`config.mk`:
```
export PLATFORM = sky130hd
export DESIGN_NAME = tes_top
export DESIGN_NICKNAME = d
export VERILOG_FILES = /design/src/tes_encode.v /design/src/tes_top.v
export VERILOG_INCLUDE_DIRS = /design/src
export SDC_FILE = /design/constraint.sdc
export NUM_CORES = 1
export LEC_CHECK = 0
export BUFFER_PORTS_ARGS = -buffer_cell sky130_fd_sc_hd__buf_2
export CORE_MARGIN = 3
export CORE_UTILIZATION = 51
export CTS_CLUSTER_DIAMETER = 200
export DETAILED_ROUTE_END_ITERATION = 10
export PLACE_DENSITY = 0.85
export SYNTH_ARGS = -nofsm -noshare
export SYNTH_HDL_FRONTEND = slang
export SYNTH_SLANG_ARGS = --single-unit
```
`constraint.sdc`:
```
create_clock -name CLK -period 2.6 [get_ports CLK]
set_input_delay 0 -clock CLK [delete_from_list [all_inputs] [get_ports CLK]]
set_output_delay 0 -clock CLK [all_outputs]
set_load 0.005 [all_outputs]
```
`src/tes_map.vh`:
```
/*
  Constants for the terminal error status block: error register field
  positions, reset values, error type codes and the transmit error limit.
  Assumes inclusion by bare name from the design files of this block.
*/
// Overview of operation
// - String error bit 15 sets at once with any error bit except mode bits.
// - String error clears at wordstring end, or before next word after no-ack.
// - Other error bits stay latched after the string error bit clears.
// - Every interrupt vector carries the current string error bit as its MSB.
// - Bit 14 sets after seven consecutive transmit errors; holds until power cycle.
// - Shutdown flag also drives a transmit-disable lamp output.
// - Bit 13 sets when the monitor detects a transmit error; only bit 14 inhibits sending.
// - Transmit error output sets a sticky lamp flip-flop and queues an error message.
// - Bits 12 to 10 hold the binary monitor error type; zero means none.
// - Code 1 when more wordstrings arrive than the message string count allows.
// - Code 2 for a transmitted data word with bad coding, parity or sync.
// - Code 3 when the transmitter keeps sending after the string should end.
// - Code 4 when the bus goes quiet after a data sync pattern.
// - Code 5 for a transmitted label with bad coding, parity or sync.
// - Code 6 when label extension differs from channel id or string count all ones.
// - Code 7 when the monitor expects data but sees a quiet bus.
// - Read command returns the whole 16-bit error register.
// - Bits 2 and 1 show operating mode: normal, near test, or test.
`ifndef TES_MAP_VH
`define TES_MAP_VH

// ***************************************************************
// Error register layout
// ***************************************************************
`define TES_BIT_STRING     15
`define TES_BIT_SHUTDOWN   14
`define TES_BIT_TXERR      13
`define TES_CODE_HI        12
`define TES_CODE_LO        10
`define TES_BIT_PAM_TI     9
`define TES_BIT_NOACK_RD   7
`define TES_BIT_NOACK_WR   6
`define TES_BIT_SHORT      3
`define TES_MODE_HI        2
`define TES_MODE_LO        1
`define TES_ERR_RESET      16'h0000
// Bits 9..3 that enter latched from other detectors
`define TES_MISC_MASK      16'h03f8
// Fields that raise the string error bit (everything but mode and bit 0)
`define TES_STRING_MASK    16'h7ff8

// ***************************************************************
// Monitor error types
// ***************************************************************
`define TES_CODE_NONE      3'h0
`define TES_CODE_EOM       3'h1
`define TES_CODE_DATA      3'h2
`define TES_CODE_EOS       3'h3
`define TES_CODE_QSYNC     3'h4
`define TES_CODE_LABEL     3'h5
`define TES_CODE_NOTOK     3'h6
`define TES_CODE_NOWORD    3'h7

// ***************************************************************
// Operating mode and limits
// ***************************************************************
`define TES_MODE_NORMAL    2'h0
`define TES_MODE_NEAR      2'h1
`define TES_MODE_TEST      2'h3
`define TES_TXERR_LIMIT    3'h7
`define TES_MSC_ALL_ONES   5'h1f

`endif

```
`src/tes_encode.v`:
```
/*
  Monitor error type encoder: turns the transmit monitor's individual
  detections into the three-bit error type, one type per event.
  Assumes the detection inputs are single-cycle pulses from the monitor.
*/
`timescale 1ns/1ns
`include "tes_map.vh"

module tes_encode (
  input  wire       label_bad,
  input  wire [3:0] label_extension,
  input  wire [3:0] channel_identifier,
  input  wire [4:0] message_string_count,
  input  wire       label_seen,
  input  wire       data_bad,
  input  wire       quiet_after_sync,
  input  wire       no_next_word,
  input  wire       extra_data,
  input  wire       extra_string,
  output reg  [2:0] code
);

  wire not_ok;

  // Extension check only counts on a label just sent by this terminal
  assign not_ok = label_seen &&
                  ((label_extension != channel_identifier) ||
                   (message_string_count == `TES_MSC_ALL_ONES));

  // Priority puts label faults first since they void the whole string
  always @* begin
    if (label_bad) begin
      code = `TES_CODE_LABEL;
    end else if (not_ok) begin
      code = `TES_CODE_NOTOK;
    end else if (data_bad) begin
      code = `TES_CODE_DATA;
    end else if (quiet_after_sync) begin
      code = `TES_CODE_QSYNC;
    end else if (no_next_word) begin
      code = `TES_CODE_NOWORD;
    end else if (extra_data) begin
      code = `TES_CODE_EOS;
    end else if (extra_string) begin
      code = `TES_CODE_EOM;
    end else begin
      code = `TES_CODE_NONE;
    end
  end

endmodule

```
`src/tes_top.v`:
```
/*
  Terminal error status: holds the 16-bit error register, the string error
  flag, the transmit error and shutdown flags, the error lamps and the
  interrupt vector with the string error bit on top.
  Assumes all inputs are synchronous to CLK and event inputs are one-cycle
  pulses; SYS_RST stands for a power cycle.
*/
`timescale 1ns/1ns
`include "tes_map.vh"

module tes_top (
  input  wire        CLK,
  input  wire        SYS_RST,
  input  wire        MON_LABEL_BAD,
  input  wire        MON_LABEL_SEEN,
  input  wire [3:0]  LABEL_EXTENSION,
  input  wire [3:0]  CHANNEL_IDENTIFIER,
  input  wire [4:0]  MESSAGE_STRING_COUNT,
  input  wire        MON_DATA_BAD,
  input  wire        MON_QUIET_AFTER_SYNC,
  input  wire        MON_NO_NEXT_WORD,
  input  wire        MON_EXTRA_DATA,
  input  wire        MON_EXTRA_STRING,
  input  wire [6:0]  OTHER_ERR,
  input  wire [3:0]  TEST_PIN_FAULT,
  input  wire        TX_STRING,
  input  wire        STRING_DONE,
  input  wire        WORD_START,
  input  wire [14:0] VECTOR_IN,
  input  wire        VECTOR_LOAD,
  input  wire        READ_ERROR_REGISTER_COMMAND,
  input  wire        LAMP_CLEAR,
  output reg  [15:0] READ_DATA,
  output reg         READ_VALID,
  output reg  [15:0] INTERRUPT_VECTOR,
  output reg         TRANSMIT_ERROR_FLAG,
  output reg         TRANSMITTER_SHUTDOWN_FLAG,
  output reg         TX_ENABLE,
  output reg         TX_ERROR_LAMP,
  output reg         TX_DISABLE_LAMP,
  output reg         COM_ERROR_MSG
);

  // ***************************************************************
  // Functions
  // ***************************************************************

  // Mode from the number of failed test pins; two or more means test mode
  function [1:0] mode_of;
    input [3:0] pins;
    reg   [2:0] n;
    begin
      n = {2'h0, pins[0]} + {2'h0, pins[1]} + {2'h0, pins[2]} + {2'h0, pins[3]};
      if (n == 3'h0) begin
        mode_of = `TES_MODE_NORMAL;
      end else if (n == 3'h1) begin
        mode_of = `TES_MODE_NEAR;
      end else begin
        mode_of = `TES_MODE_TEST;
      end
    end
  endfunction

  // ***************************************************************
  // State
  // ***************************************************************

  reg  [15:0] err_reg;
  reg  [2:0]  tx_err_count;
  reg         string_err;
  reg         noack_pending;
  reg         tx_err_in_string;
  reg  [14:0] vector_hold;

  reg  [15:0] next_err;
  reg  [2:0]  next_count;
  reg         next_string;
  reg         next_noack;
  reg         next_in_string;
  reg         next_shutdown;

  wire [2:0]  mon_code;
  wire        mon_event;
  wire        noack_event;
  wire        misc_event;
  wire [15:0] misc_bits;
  wire        any_event;

  // ***************************************************************
  // Monitor error type
  // ***************************************************************

  tes_encode u_encode (
    .label_bad            (MON_LABEL_BAD),
    .label_extension      (LABEL_EXTENSION),
    .channel_identifier   (CHANNEL_IDENTIFIER),
    .message_string_count (MESSAGE_STRING_COUNT),
    .label_seen           (MON_LABEL_SEEN),
    .data_bad             (MON_DATA_BAD),
    .quiet_after_sync     (MON_QUIET_AFTER_SYNC),
    .no_next_word         (MON_NO_NEXT_WORD),
    .extra_data           (MON_EXTRA_DATA),
    .extra_string         (MON_EXTRA_STRING),
    .code                 (mon_code)
  );

  // Event groups; a shut-down transmitter cannot raise monitor errors
  assign mon_event   = (mon_code != `TES_CODE_NONE) && !err_reg[`TES_BIT_SHUTDOWN];
  assign misc_bits   = {6'h00, OTHER_ERR, 3'h0} & `TES_MISC_MASK;
  assign misc_event  = |misc_bits;
  assign noack_event = OTHER_ERR[`TES_BIT_NOACK_RD - 3] | OTHER_ERR[`TES_BIT_NOACK_WR - 3];
  assign any_event   = mon_event | misc_event;

  // ***************************************************************
  // Next-state logic for the error register and counters
  // ***************************************************************

  // Errors of a new string replace the stale ones; within a string they add
  always @* begin
    next_err       = err_reg;
    next_count     = tx_err_count;
    next_string    = string_err;
    next_noack     = noack_pending;
    next_in_string = tx_err_in_string;
    next_shutdown  = err_reg[`TES_BIT_SHUTDOWN];

    // Closing a string lets stale bits stay visible under a clear flag
    if (STRING_DONE) begin
      next_string    = 1'b0;
      next_in_string = 1'b0;
      if (TX_STRING && !tx_err_in_string && !mon_event) begin
        next_count = 3'h0;
      end
    end
    // After a missing bus acknowledge the flag drops before the next word
    if (WORD_START && noack_pending) begin
      next_string = 1'b0;
      next_noack  = 1'b0;
    end

    if (any_event) begin
      if (!string_err) begin
        next_err[`TES_BIT_TXERR]                = 1'b0;
        next_err[`TES_CODE_HI:`TES_CODE_LO]     = `TES_CODE_NONE;
        next_err[`TES_BIT_PAM_TI:`TES_BIT_SHORT] = 7'h00;
      end
      next_err = next_err | misc_bits;
      // Missing read acknowledge also flags a transmit error, no count
      if (OTHER_ERR[`TES_BIT_NOACK_RD - 3]) begin
        next_err[`TES_BIT_TXERR] = 1'b1;
      end
      if (noack_event) begin
        next_noack = 1'b1;
      end
      if (mon_event) begin
        next_err[`TES_BIT_TXERR]            = 1'b1;
        next_err[`TES_CODE_HI:`TES_CODE_LO] = mon_code;
        next_in_string                      = 1'b1;
        // Count saturates at the limit; only an unbroken run reaches it
        if (tx_err_count != `TES_TXERR_LIMIT) begin
          next_count = tx_err_count + 3'h1;
        end
        if (tx_err_count == `TES_TXERR_LIMIT - 3'h1) begin
          next_shutdown = 1'b1;
        end
      end
      // Event in the closing cycle wins over the clear
      next_string = 1'b1;
    end

    next_err[`TES_BIT_SHUTDOWN]           = next_shutdown;
    next_err[`TES_MODE_HI:`TES_MODE_LO]   = mode_of(TEST_PIN_FAULT);
    next_err[0]                           = 1'b0;
    next_err[`TES_BIT_STRING]             = next_string;
  end

  // ***************************************************************
  // Registers
  // ***************************************************************

  // Error register, counters and string tracking
  always @(posedge CLK) begin
    if (SYS_RST) begin
      err_reg          <= `TES_ERR_RESET;
      tx_err_count     <= 3'h0;
      string_err       <= 1'b0;
      noack_pending    <= 1'b0;
      tx_err_in_string <= 1'b0;
    end else begin
      err_reg          <= next_err;
      tx_err_count     <= next_count;
      string_err       <= next_string;
      noack_pending    <= next_noack;
      tx_err_in_string <= next_in_string;
    end
  end

  // Flag pins follow the register; shutdown is never released but by reset
  always @(posedge CLK) begin
    if (SYS_RST) begin
      TRANSMIT_ERROR_FLAG       <= 1'b0;
      TRANSMITTER_SHUTDOWN_FLAG <= 1'b0;
      TX_ENABLE                 <= 1'b1;
      TX_DISABLE_LAMP           <= 1'b0;
    end else begin
      TRANSMIT_ERROR_FLAG       <= next_err[`TES_BIT_TXERR];
      TRANSMITTER_SHUTDOWN_FLAG <= next_err[`TES_BIT_SHUTDOWN];
      TX_ENABLE                 <= !next_err[`TES_BIT_SHUTDOWN];
      TX_DISABLE_LAMP           <= next_err[`TES_BIT_SHUTDOWN];
    end
  end

  // Sticky lamp; a rising transmit error queues one message, set beats clear
  always @(posedge CLK) begin
    if (SYS_RST) begin
      TX_ERROR_LAMP <= 1'b0;
      COM_ERROR_MSG <= 1'b0;
    end else begin
      COM_ERROR_MSG <= next_err[`TES_BIT_TXERR] && !TRANSMIT_ERROR_FLAG;
      if (next_err[`TES_BIT_TXERR] && !TRANSMIT_ERROR_FLAG) begin
        TX_ERROR_LAMP <= 1'b1;
      end else if (LAMP_CLEAR) begin
        TX_ERROR_LAMP <= 1'b0;
      end
    end
  end

  // Vector keeps its low bits; the top bit tracks the string flag each cycle
  always @(posedge CLK) begin
    if (SYS_RST) begin
      vector_hold      <= 15'h0000;
      INTERRUPT_VECTOR <= 16'h0000;
    end else begin
      if (VECTOR_LOAD) begin
        vector_hold <= VECTOR_IN;
      end
      INTERRUPT_VECTOR <= {next_string, (VECTOR_LOAD ? VECTOR_IN : vector_hold)};
    end
  end

  // Read command answers one cycle later with the register as it stood
  always @(posedge CLK) begin
    if (SYS_RST) begin
      READ_DATA  <= 16'h0000;
      READ_VALID <= 1'b0;
    end else begin
      READ_VALID <= READ_ERROR_REGISTER_COMMAND;
      if (READ_ERROR_REGISTER_COMMAND) begin
        READ_DATA <= err_reg;
      end
    end
  end

endmodule

```
==> results.py, run 1 <==
metrics = {
    "route": {
        "routed-wl-met3_um": 349,
        "routed_wl_um": 4940,
        "wire_per_inst_um": 13.0,
        "vias_per_cell": 5.08,
        "drc": 0,
        "met2_length_um": 2490,
        "first_iter_violations": 47,
        "met1_length_um": 2060,
        "vias": 1929,
        "top_layer": "met4",
        "ant_nets": 0,
        "dr.pass1.iters": 4,
    },
    "pwr": {
        "pwr-share-clk_pct": 27.4,
        "power.density_nw_per_um2": 542,
        "finalPower_mw": 1.60,
        "irDropWorstVdd_v": 0.000333,
        "p_switching_mw": 0.398,
        "internal-power_mw": 1.20,
        "combPwrFrac_pct": 15.7,
        "seqPwrFrac_pct": 56.8,
        "swShare_pct": 24.9,
        "p_leak_nw": 1.43,
    },
    "placement": {
        "dp.cells": 349,
        "place_congestion": 0.829,
        "port_buffers": 91,
        "place_hpwl_um": 3320,
    },
    "setup_path": {
        "start_kind": "input pin",
        "path_delay_family": "simple AND/OR/NAND/NOR gates",
        "crit_fanout": 9,
        "cp_cell_sequence": "dlygate4sd3_1 -> buf_2 -> nor2_1 -> nand2_1 -> nor4_4 -> or2_2 -> nand2_1 -> a211oi_1",
        "cp.required_ns": 2.80,
        "cp_slowest_cell": "dlygate4sd3_1",
        "crit_top_cell": "nand2_1",
        "critical_path.max_stage_delay_ns": 0.55,
        "critPathCaptureType": "flop",
        "crit_arrival_ns": 1.87,
        "crit_buf_inv": 2,
        "crit_type": "in -> reg",
    },
    "synthesis": {
        "yosysWarningCount": 0,
        "synth-seq-area-share_pct": 49.1,
        "synth_nets": 284,
        "synth_top_area_cell": "dfxtp_1",
        "synth-seq-cells": 54,
        "synth_area_leaders": "dfxtp_1, mux2i_1, nor2_1",
        "synth_edf_count": 0,
        "syn_area_per_cell_um2": 9.83,
        "ys_types": 34,
        "synth_cells": 224,
        "synth_top_area_share_pct": 49.1,
        "synth_area_um2": 2200,
        "synthArstFlopShare_pct": 0,
        "ys.flop_type": "dfxtp_1",
    },
    "run_status": {
        "status": "finished clean",
    },
    "clock_tree": {
        "htreeDepth": 2,
        "path_clk_slew_ns": 0.08,
        "cts.repair.resized": 0,
        "clock_latency_ns": 0.30,
        "clkSinkCount": 54,
        "clockBufferDepth": 2,
        "cts-root-buf": "clkbuf_8",
        "tritoncts": "built",
        "cts_made_buffers": 5,
    },
    "sta": {
        "timing.hold.ws_ns": 0.0159,
        "max_slew_margin_pct": 37.0,
        "setup_viol": 0,
        "hold_viol_final": 0,
        "maxSlewViolCount": 0,
        "rsz0062_at_grt": "no",
        "fmax_mhz": 601,
        "finalClockSkew_ns": 0.00858,
        "min_period_ns": 1.66,
        "fin_crit_sh_pct": 64.0,
        "tightest_slew_ns": 0.946,
        "setup_total_negative_slack_ns": 0,
    },
    "run": {
        "max_cap_viol_count": 0,
    },
    "global_route": {
        "grt_first_pass_wirelength_um": 8000,
        "grt_start_max_net_pins": 59,
        "grt-ovfl-total": 0,
        "antenna_found_initial": 0,
        "grt_pass1_vias": 1810,
        "gr-usage-all-layers_pct": 19.3,
    },
    "die": {
        "die_x_um": 71.7,
        "start_util_pct": 53.9,
        "ios": 93,
        "die_h_um": 71.7,
        "coreArea_um2": 4090,
        "num_rows": 23,
        "dieArea_um2": 5140,
    },
    "cells_and_area": {
        "fin_cells": 380,
        "seqCellArea_um2": 1080,
        "multiInputGateArea_um2": 1010,
        "final_layout_size_suffix_gt1_share_pct": 31.5,
        "num-fill-cells": 298,
        "antennaDiodeCount": 0,
        "layout.nets": 390,
        "post-route-util_pct": 72.1,
        "area_growth_pct": 33.9,
    },
    "worst_hold_path": {
        "hp-class": "in -> reg",
    },
}
## worst paths after layout
| check | endpoint | slack [ns] | cells past startpoint | startpoint |
|---|---|---|---|---|
| hold reg to reg | READ_DATA[2] | 0.48 | 2 | err_reg[2] |
| setup reg to reg | tx_err_count[2] | 1.03 | 3 | err_reg[14] |
| setup / recovery | err_reg[10] | 0.94 | 8 | OTHER_ERR[4] |
| hold / removal | tx_err_in_string | 0.02 | 3 | STRING_DONE |
## cell usage in the layout (no fill, tap or decap)
cell type	Yosys	layout
inv_1	4	4
conb_1	1	1
nor3_1	8	8
a31oi_1	4	4
clkbuf_8	0	5
fa_1	1	1
nor2b_1	2	2
or4_1	2	2
a211oi_1	9	9
or2_2	2	2
mux2i_1	31	31
or3b_2	1	1
o21ai_2	1	1
a21o_1	1	1
or3_4	1	1
clkinvlp_4	0	1
clkbuf_1	6	1
a311oi_1	1	1
a21oi_1	5	5
nor4_4	2	2
o31ai_1	4	4
dfxtp_1	54	54
buf_2	2	91
nor2_1	52	52
nand2b_1	2	2
xnor2_1	4	4
dlygate4sd3_1	0	24
nand3_1	1	1
ha_1	5	5
nand4_1	1	1
nand3b_1	2	2
or4b_1	1	1
nand2_1	6	6
## synthesized netlist by cell type (4+ instances only)
| library cell | n |
|---|---|
| o31ai_1 | 4 |
| clkbuf_1 | 6 |
| ha_1 | 5 |
| nor2_1 | 52 |
| nor3_1 | 8 |
| a31oi_1 | 4 |
| a21oi_1 | 5 |
| inv_1 | 4 |
| dfxtp_1 | 54 |
| a211oi_1 | 9 |
| nand2_1 | 6 |
| mux2i_1 | 31 |
| xnor2_1 | 4 |
## logic make-up (layout without fill, tap and decap cells)
kind of cell               Yosys count  count (layout)  share of synthesized area [%]
xor gates and xnor gates             4               4                           1.59
adders and majority gates            6               6                           3.75
DFF                                 54              54                           49.1
buffers and inverters               20             126                           4.89
AOI/OAI and AO/OA                   25              25                           7.84
and+or+nand+nor                     83              83                           18.6
muxes                               31              31                           14.1
other                                1               1                          0.170
## final cells by class
type / instances / area share, %
clock buffers: 6 / 2.46
clock inverters: 1 / 0.255
inverters: 4 / 0.509
multi-input cells: 150 / 34.4
flip-flops and latches: 54 / 36.7
well taps: 50 / 2.12
repair buffers: 115 / 23.6
## stage by stage
stage                     area [um2]  setup WS (ns)
after floorplan                 2200           1.27
after global placement          2630          0.870
after detailed placement        2630          0.815
after CTS                       2950          0.971
after global routing            2950          0.790
final                           2950          0.936
## power groups by stage
stage | logic, mW | clock network, mW | registers (mW)
after floorplan | 0.126 | 0 | 0.924
after global placement | 0.213 | 0 | 0.924
after global routing | 0.281 | 0.485 | 0.915
after CTS | 0.252 | 0.457 | 0.907
final | 0.251 | 0.438 | 0.908
after detailed placement | 0.222 | 0 | 0.926
## repair_timing
item / in CTS / in global routing
hold buffers: 24 / 0
endpoints found under the hold margin: 24 / 0
buffers inserted: 0 / 0
## worst min-delay path, stage by stage
cell,delay (ns)
buf_2,0.10
nand2b_1,0.10
a21oi_1,0.06
## per-layer routing
| layer | global-route usage [%] | vias to the layer above |
|---|---|---|
| met3 | 4.07 | 4 |
| met2 | 34.6 | 67 |
| met4 | 8.14 | 0 |
| met5 | 0 | - |
| li1 | - | 977 |
| met1 | 22.0 | 881 |
Power figures use the tool's default switching activity.
==> run 2, diff against run 1 <==
- ABC_AREA: unset -> 1
- CORE_UTILIZATION: 51 -> 47
- PLACE_DENSITY: 0.85 -> 0.78
- clock period: 2.6 -> 1.61 ns (I/O delays scaled with it)
==> results.py, run 2 <==
metrics = {
    "global_route": {
        "antenna_found_initial": 0,
        "grt_pass1_vias": 2038,
        "gr-usage-all-layers_pct": 20.2,
        "grt_start_max_net_pins": 32,
        "grt_first_pass_wirelength_um": 8840,
        "grt-ovfl-total": 0,
    },
    "synthesis": {
        "synth_nets": 366,
        "synth-seq-area-share_pct": 47.6,
        "synth-compound-area-share_pct": 15.0,
        "synth_top_area_cell": "dfxtp_1",
        "synth_fa_ha_area_share_pct": 3.64,
        "synth_mux_area_share_pct": 0,
        "synth_area_um2": 2270,
        "synth-seq-cells": 54,
        "yosys.area_share.simple_pct": 23.3,
        "synthArstFlopShare_pct": 0,
        "ys_top_cells_by_count": "dfxtp_1, nor2_1, inv_1",
        "synth_edf_count": 0,
        "syn_area_per_cell_um2": 7.42,
        "ys.flop_type": "dfxtp_1",
        "synth_top_area_share_pct": 47.6,
        "synth_most_common_cell": "dfxtp_1",
        "yosysWarningCount": 0,
        "synth_top_family_by_area": "simple AND/OR/NAND/NOR gates",
        "synth_cells": 306,
        "synth_xor_area_share_pct": 0,
        "ys_types": 26,
        "synth_area_leaders": "dfxtp_1, nor2_1, o21ai_0",
    },
    "die": {
        "coreArea_um2": 4500,
        "dieArea_um2": 5700,
        "ios": 93,
        "die_h_um": 75.5,
        "start_util_pct": 50.4,
        "die_x_um": 75.5,
        "num_rows": 24,
    },
    "setup_path": {
        "crit_fanout": 4,
        "crit_arrival_ns": 1.49,
        "critPathCaptureType": "flop",
        "crit_type": "reg -> reg",
        "start_kind": "flop",
        "cp.required_ns": 1.87,
    },
    "sta": {
        "setup_viol": 0,
        "maxSlewViolCount": 0,
        "finalClockSkew_ns": 0.00801,
        "min_period_ns": 1.23,
        "setup_total_negative_slack_ns": 0,
        "fmax_mhz": 814,
        "hold_viol_final": 0,
        "fin_crit_sh_pct": 76.3,
        "rsz0062_at_grt": "no",
        "fin_ws_ns": 0.381,
    },
    "route": {
        "ant_nets": 0,
        "vias_per_cell": 4.86,
        "dr.pass1.iters": 4,
        "first_iter_violations": 159,
        "drc": 0,
        "routed_wl_um": 5770,
        "wire_per_inst_um": 12.3,
        "vias": 2275,
    },
    "placement": {
        "port_buffers": 91,
        "pre_cts_ws_ns": 0.191,
        "place_hpwl_um": 4000,
        "place_congestion": 0.783,
        "dp.cells": 440,
    },
    "cells_and_area": {
        "multiInputGateArea_um2": 956,
        "layout.nets": 474,
        "num-fill-cells": 393,
        "post-route-util_pct": 67.3,
        "final_common_cell": "buf_2",
        "layout.cells.most_common_list": "buf_2, dfxtp_1, nor2_1",
        "final_layout_size_suffix_gt1_share_pct": 26.5,
        "fin_cells": 468,
        "seqCellArea_um2": 1080,
        "area_growth_pct": 33.4,
    },
    "pwr": {
        "finalPower_mw": 2.73,
        "irDropWorstVdd_v": 0.000565,
        "p_leak_nw": 1.60,
        "power.density_nw_per_um2": 901,
    },
    "clock_tree": {
        "cts-root-buf": "clkbuf_8",
        "cts_made_buffers": 5,
        "clock_latency_ns": 0.32,
        "htreeDepth": 2,
        "tritoncts": "built",
        "clockBufferDepth": 2,
        "cts.repair.resized": 0,
        "clkSinkCount": 54,
        "path_clk_slew_ns": 0.10,
    },
    "run": {
        "max_cap_viol_count": 0,
    },
    "worst_hold_path": {
        "hp-class": "in -> reg",
    },
    "run_status": {
        "status": "finished clean",
    },
}
-- run 2: per-layer routing --
layer	vias up	global-route usage [%]	part of all wire, %
met5	-	0	0
met4	0	7.38	2.2
met3	12	4.49	4.3
met2	59	34.2	50
met1	1012	25.3	44
li1	1192	-	-
-- run 2: cell type report --
class	instances	share of cell area, %
Inverter	42	5.20
Multi-Input combinational cell	197	31.5
Timing Repair Buffer	114	22.3
Clock buffer	5	2.27
Tap cell	52	2.15
Sequential cell	54	35.7
Clock inverter	3	0.784
Antenna cell	1	0.0826
-- run 2: path summary, 6_finish.rpt --
check                                startpoint              end  slack (ns)  depth (start not counted)
worst max-delay path            tx_err_count[0]  tx_err_count[0]        0.38                          7
worst min-delay path              MON_LABEL_BAD      err_reg[11]        0.01                          4
worst max register to register  tx_err_count[0]  tx_err_count[0]        0.38                          7
worst min register to register       err_reg[6]     READ_DATA[6]        0.47                          2
-- run 2: cells by family (layout without fill, tap and decap cells) --
| group | Yosys count | count (layout) |
|---|---|---|
| AOI/OAI and AO/OA | 67 | 67 |
| adders and majority gates | 6 | 6 |
| buffers and inverters | 55 | 164 |
| DFF | 54 | 54 |
| other | 1 | 2 |
| and+or+nand+nor | 123 | 123 |
-- run 2: worst max-delay path, stage by stage (launching register included) --
cell and delay [ns]:
dfxtp_1 0.34, ha_1 0.22, ha_1 0.18, inv_1 0.10
nand3_1 0.14, nand2_1 0.09, inv_1 0.04, nor2_1 0.08
-- run 2: what timing repair did --
| action | 4_1_cts | 5_1_grt |
|---|---|---|
| hold buffers | 19 | 0 |
| buffers inserted | 0 | 0 |
| endpoints found under the hold margin | 18 | 0 |
-- run 2: power breakdown --
part           switching (mW)  total [mW]  internal (mW)
Clock                   0.469       0.781          0.312
Sequential             0.0505        1.49           1.44
Combinational           0.240       0.460          0.220
Total                   0.759        2.73           1.97
-- run 2: per-stage QoR --
stage	area [um2]	hold slack [ns]
after global routing	3030	0.0326
final	3030	0.0135
after CTS	3030	0.00356
after global placement	2750	0.221
after floorplan	2270	0.135
after detailed placement	2750	0.233
==> run 3, diff against run 2 <==
- clock period: 1.61 -> 1.2 ns (I/O delays scaled with it)
==> results.py, run 3 (synthesis results as in run 2) <==
metrics = {
    "pwr": {
        "power.density_nw_per_um2": 1230,
        "irDropWorstVdd_v": 0.000680,
        "p_leak_nw": 1.69,
        "finalPower_mw": 3.91,
    },
    "route": {
        "first_iter_violations": 113,
        "wire_per_inst_um": 12.0,
        "vias_per_cell": 4.88,
        "routed_wl_um": 5780,
        "dr.pass1.iters": 4,
        "vias": 2344,
        "ant_nets": 0,
        "drc": 0,
    },
    "setup_path": {
        "crit_fanout": 4,
        "cp_slowest_cell": "dfxtp_2",
        "critical_path.max_stage_delay_ns": 0.34,
        "crit_arrival_ns": 1.38,
        "critPathCaptureType": "flop",
        "start_kind": "flop",
        "crit_type": "reg -> reg",
        "cp.required_ns": 1.44,
        "r2r_slack_ns": 0.07,
        "cp_cell_sequence": "ha_2 -> ha_4 -> inv_2 -> nand3_2 -> nand2_1 -> inv_1 -> nor2_1",
    },
    "global_route": {
        "grt_first_pass_wirelength_um": 9220,
        "grt_start_max_net_pins": 29,
        "antenna_found_initial": 0,
        "gr-usage-all-layers_pct": 21.0,
        "grt_pass1_vias": 2148,
        "grt-ovfl-total": 0,
    },
    "cells_and_area": {
        "antennaDiodeCount": 0,
        "layout.cells.most_common_list": "buf_2, dfxtp_1, nor2_1",
        "post-route-util_pct": 70.5,
        "layout.nets": 487,
        "final_common_cell": "buf_2",
        "area_growth_pct": 39.8,
        "final_layout_size_suffix_gt1_share_pct": 30.4,
    },
    "die": {
        "num_rows": 24,
        "die_h_um": 75.5,
        "dieArea_um2": 5700,
        "ios": 93,
        "start_util_pct": 50.4,
        "coreArea_um2": 4500,
        "die_x_um": 75.5,
    },
    "placement": {
        "place_hpwl_um": 4140,
        "place_congestion": 0.776,
        "port_buffers": 91,
    },
    "run_status": {
        "status": "finished clean",
    },
    "sta": {
        "finalClockSkew_ns": 0.00789,
        "fmax_mhz": 883,
        "maxSlewViolCount": 0,
        "min_period_ns": 1.13,
        "hold_viol_final": 0,
        "setup_total_negative_slack_ns": 0,
        "rsz0062_at_grt": "no",
        "fin_crit_sh_pct": 94.4,
        "setup_viol": 0,
    },
    "clock_tree": {
        "clock_latency_ns": 0.31,
        "clkSinkCount": 54,
        "path_clk_slew_ns": 0.09,
        "clockBufferDepth": 2,
        "cts-root-buf": "clkbuf_8",
        "htreeDepth": 2,
        "tritoncts": "built",
        "cts_made_buffers": 5,
    },
    "worst_hold_path": {
        "hp-class": "in -> reg",
    },
    "run": {
        "max_cap_viol_count": 0,
    },
}
run 3: cell count changes in the layout (fill, tap and decap cells not counted), sizes merged:
| cell | delta |
|---|---|
| inv | +1 |
| buf | +13 |
| clkinvlp | -2 |
| diode | -1 |
| bufinv | +1 |
run 3: per-stage QoR:
stage / cell area [um2] / instances / setup WS, ns / hold slack (ns)
after floorplan: 2270 / 306 / 0.00483 / 0.135
after global placement: 2850 / 453 / -0.130 / 0.221
after detailed placement: 2850 / 453 / -0.157 / 0.230
after CTS: 3150 / 480 / 0.00928 / 0.00598
after global routing: 3170 / 480 / 0.0136 / 0.0330
final: 3170 / 480 / 0.0672 / 0.0147
run 3: metal layers:
metal / vias to the layer above / GRT usage [%] / share of wire [%]
met2: 72 / 37.1 / 52
met1: 1048 / 25.9 / 42
li1: 1215 / - / -
met5: - / 0 / 0
met3: 9 / 4.09 / 5.4
met4: 0 / 6.02 / 1.3
run 3: final timing paths:
check,startpoint,to,cells after the start
max reg2reg,tx_err_count[0],tx_err_count[0],7
min,OTHER_ERR[3],noack_pending,3
max,tx_err_count[0],tx_err_count[0],7
min reg2reg,err_reg[4],READ_DATA[4],2
run 3: area by class of cell:
type,count,area (um2)
Multi-Input combinational cell,197,978
Tap cell,52,65.1
Clock buffer,5,68.8
Clock inverter,3,47.5
Inverter,42,158
Sequential cell,54,1080
Timing Repair Buffer,127,773
Fill cell,375,1330
run 3: worst max-delay path, delay by kind of cell (launching register included):
kind / cells / cell delay, ns
adders and majority gates: 2 / 0.36
and+or+nand+nor: 3 / 0.26
DFF: 1 / 0.34
buffers and inverters: 2 / 0.12
run 3: timing repair:
action	4_1_cts	5_1_grt
endpoints found under the setup margin	3	3
pin swaps	0	2
setup buffers	0	0
gates resized for setup	1	5
hold buffers	19	0
endpoints found under the hold margin	20	0
run 3: power by group:
group	switching, mW	internal (mW)	leakage, nW
clock	0.615	0.637	0.0591
sequential	0.0743	1.93	0.450
combinational	0.327	0.327	1.18
total	1.02	2.90	1.69
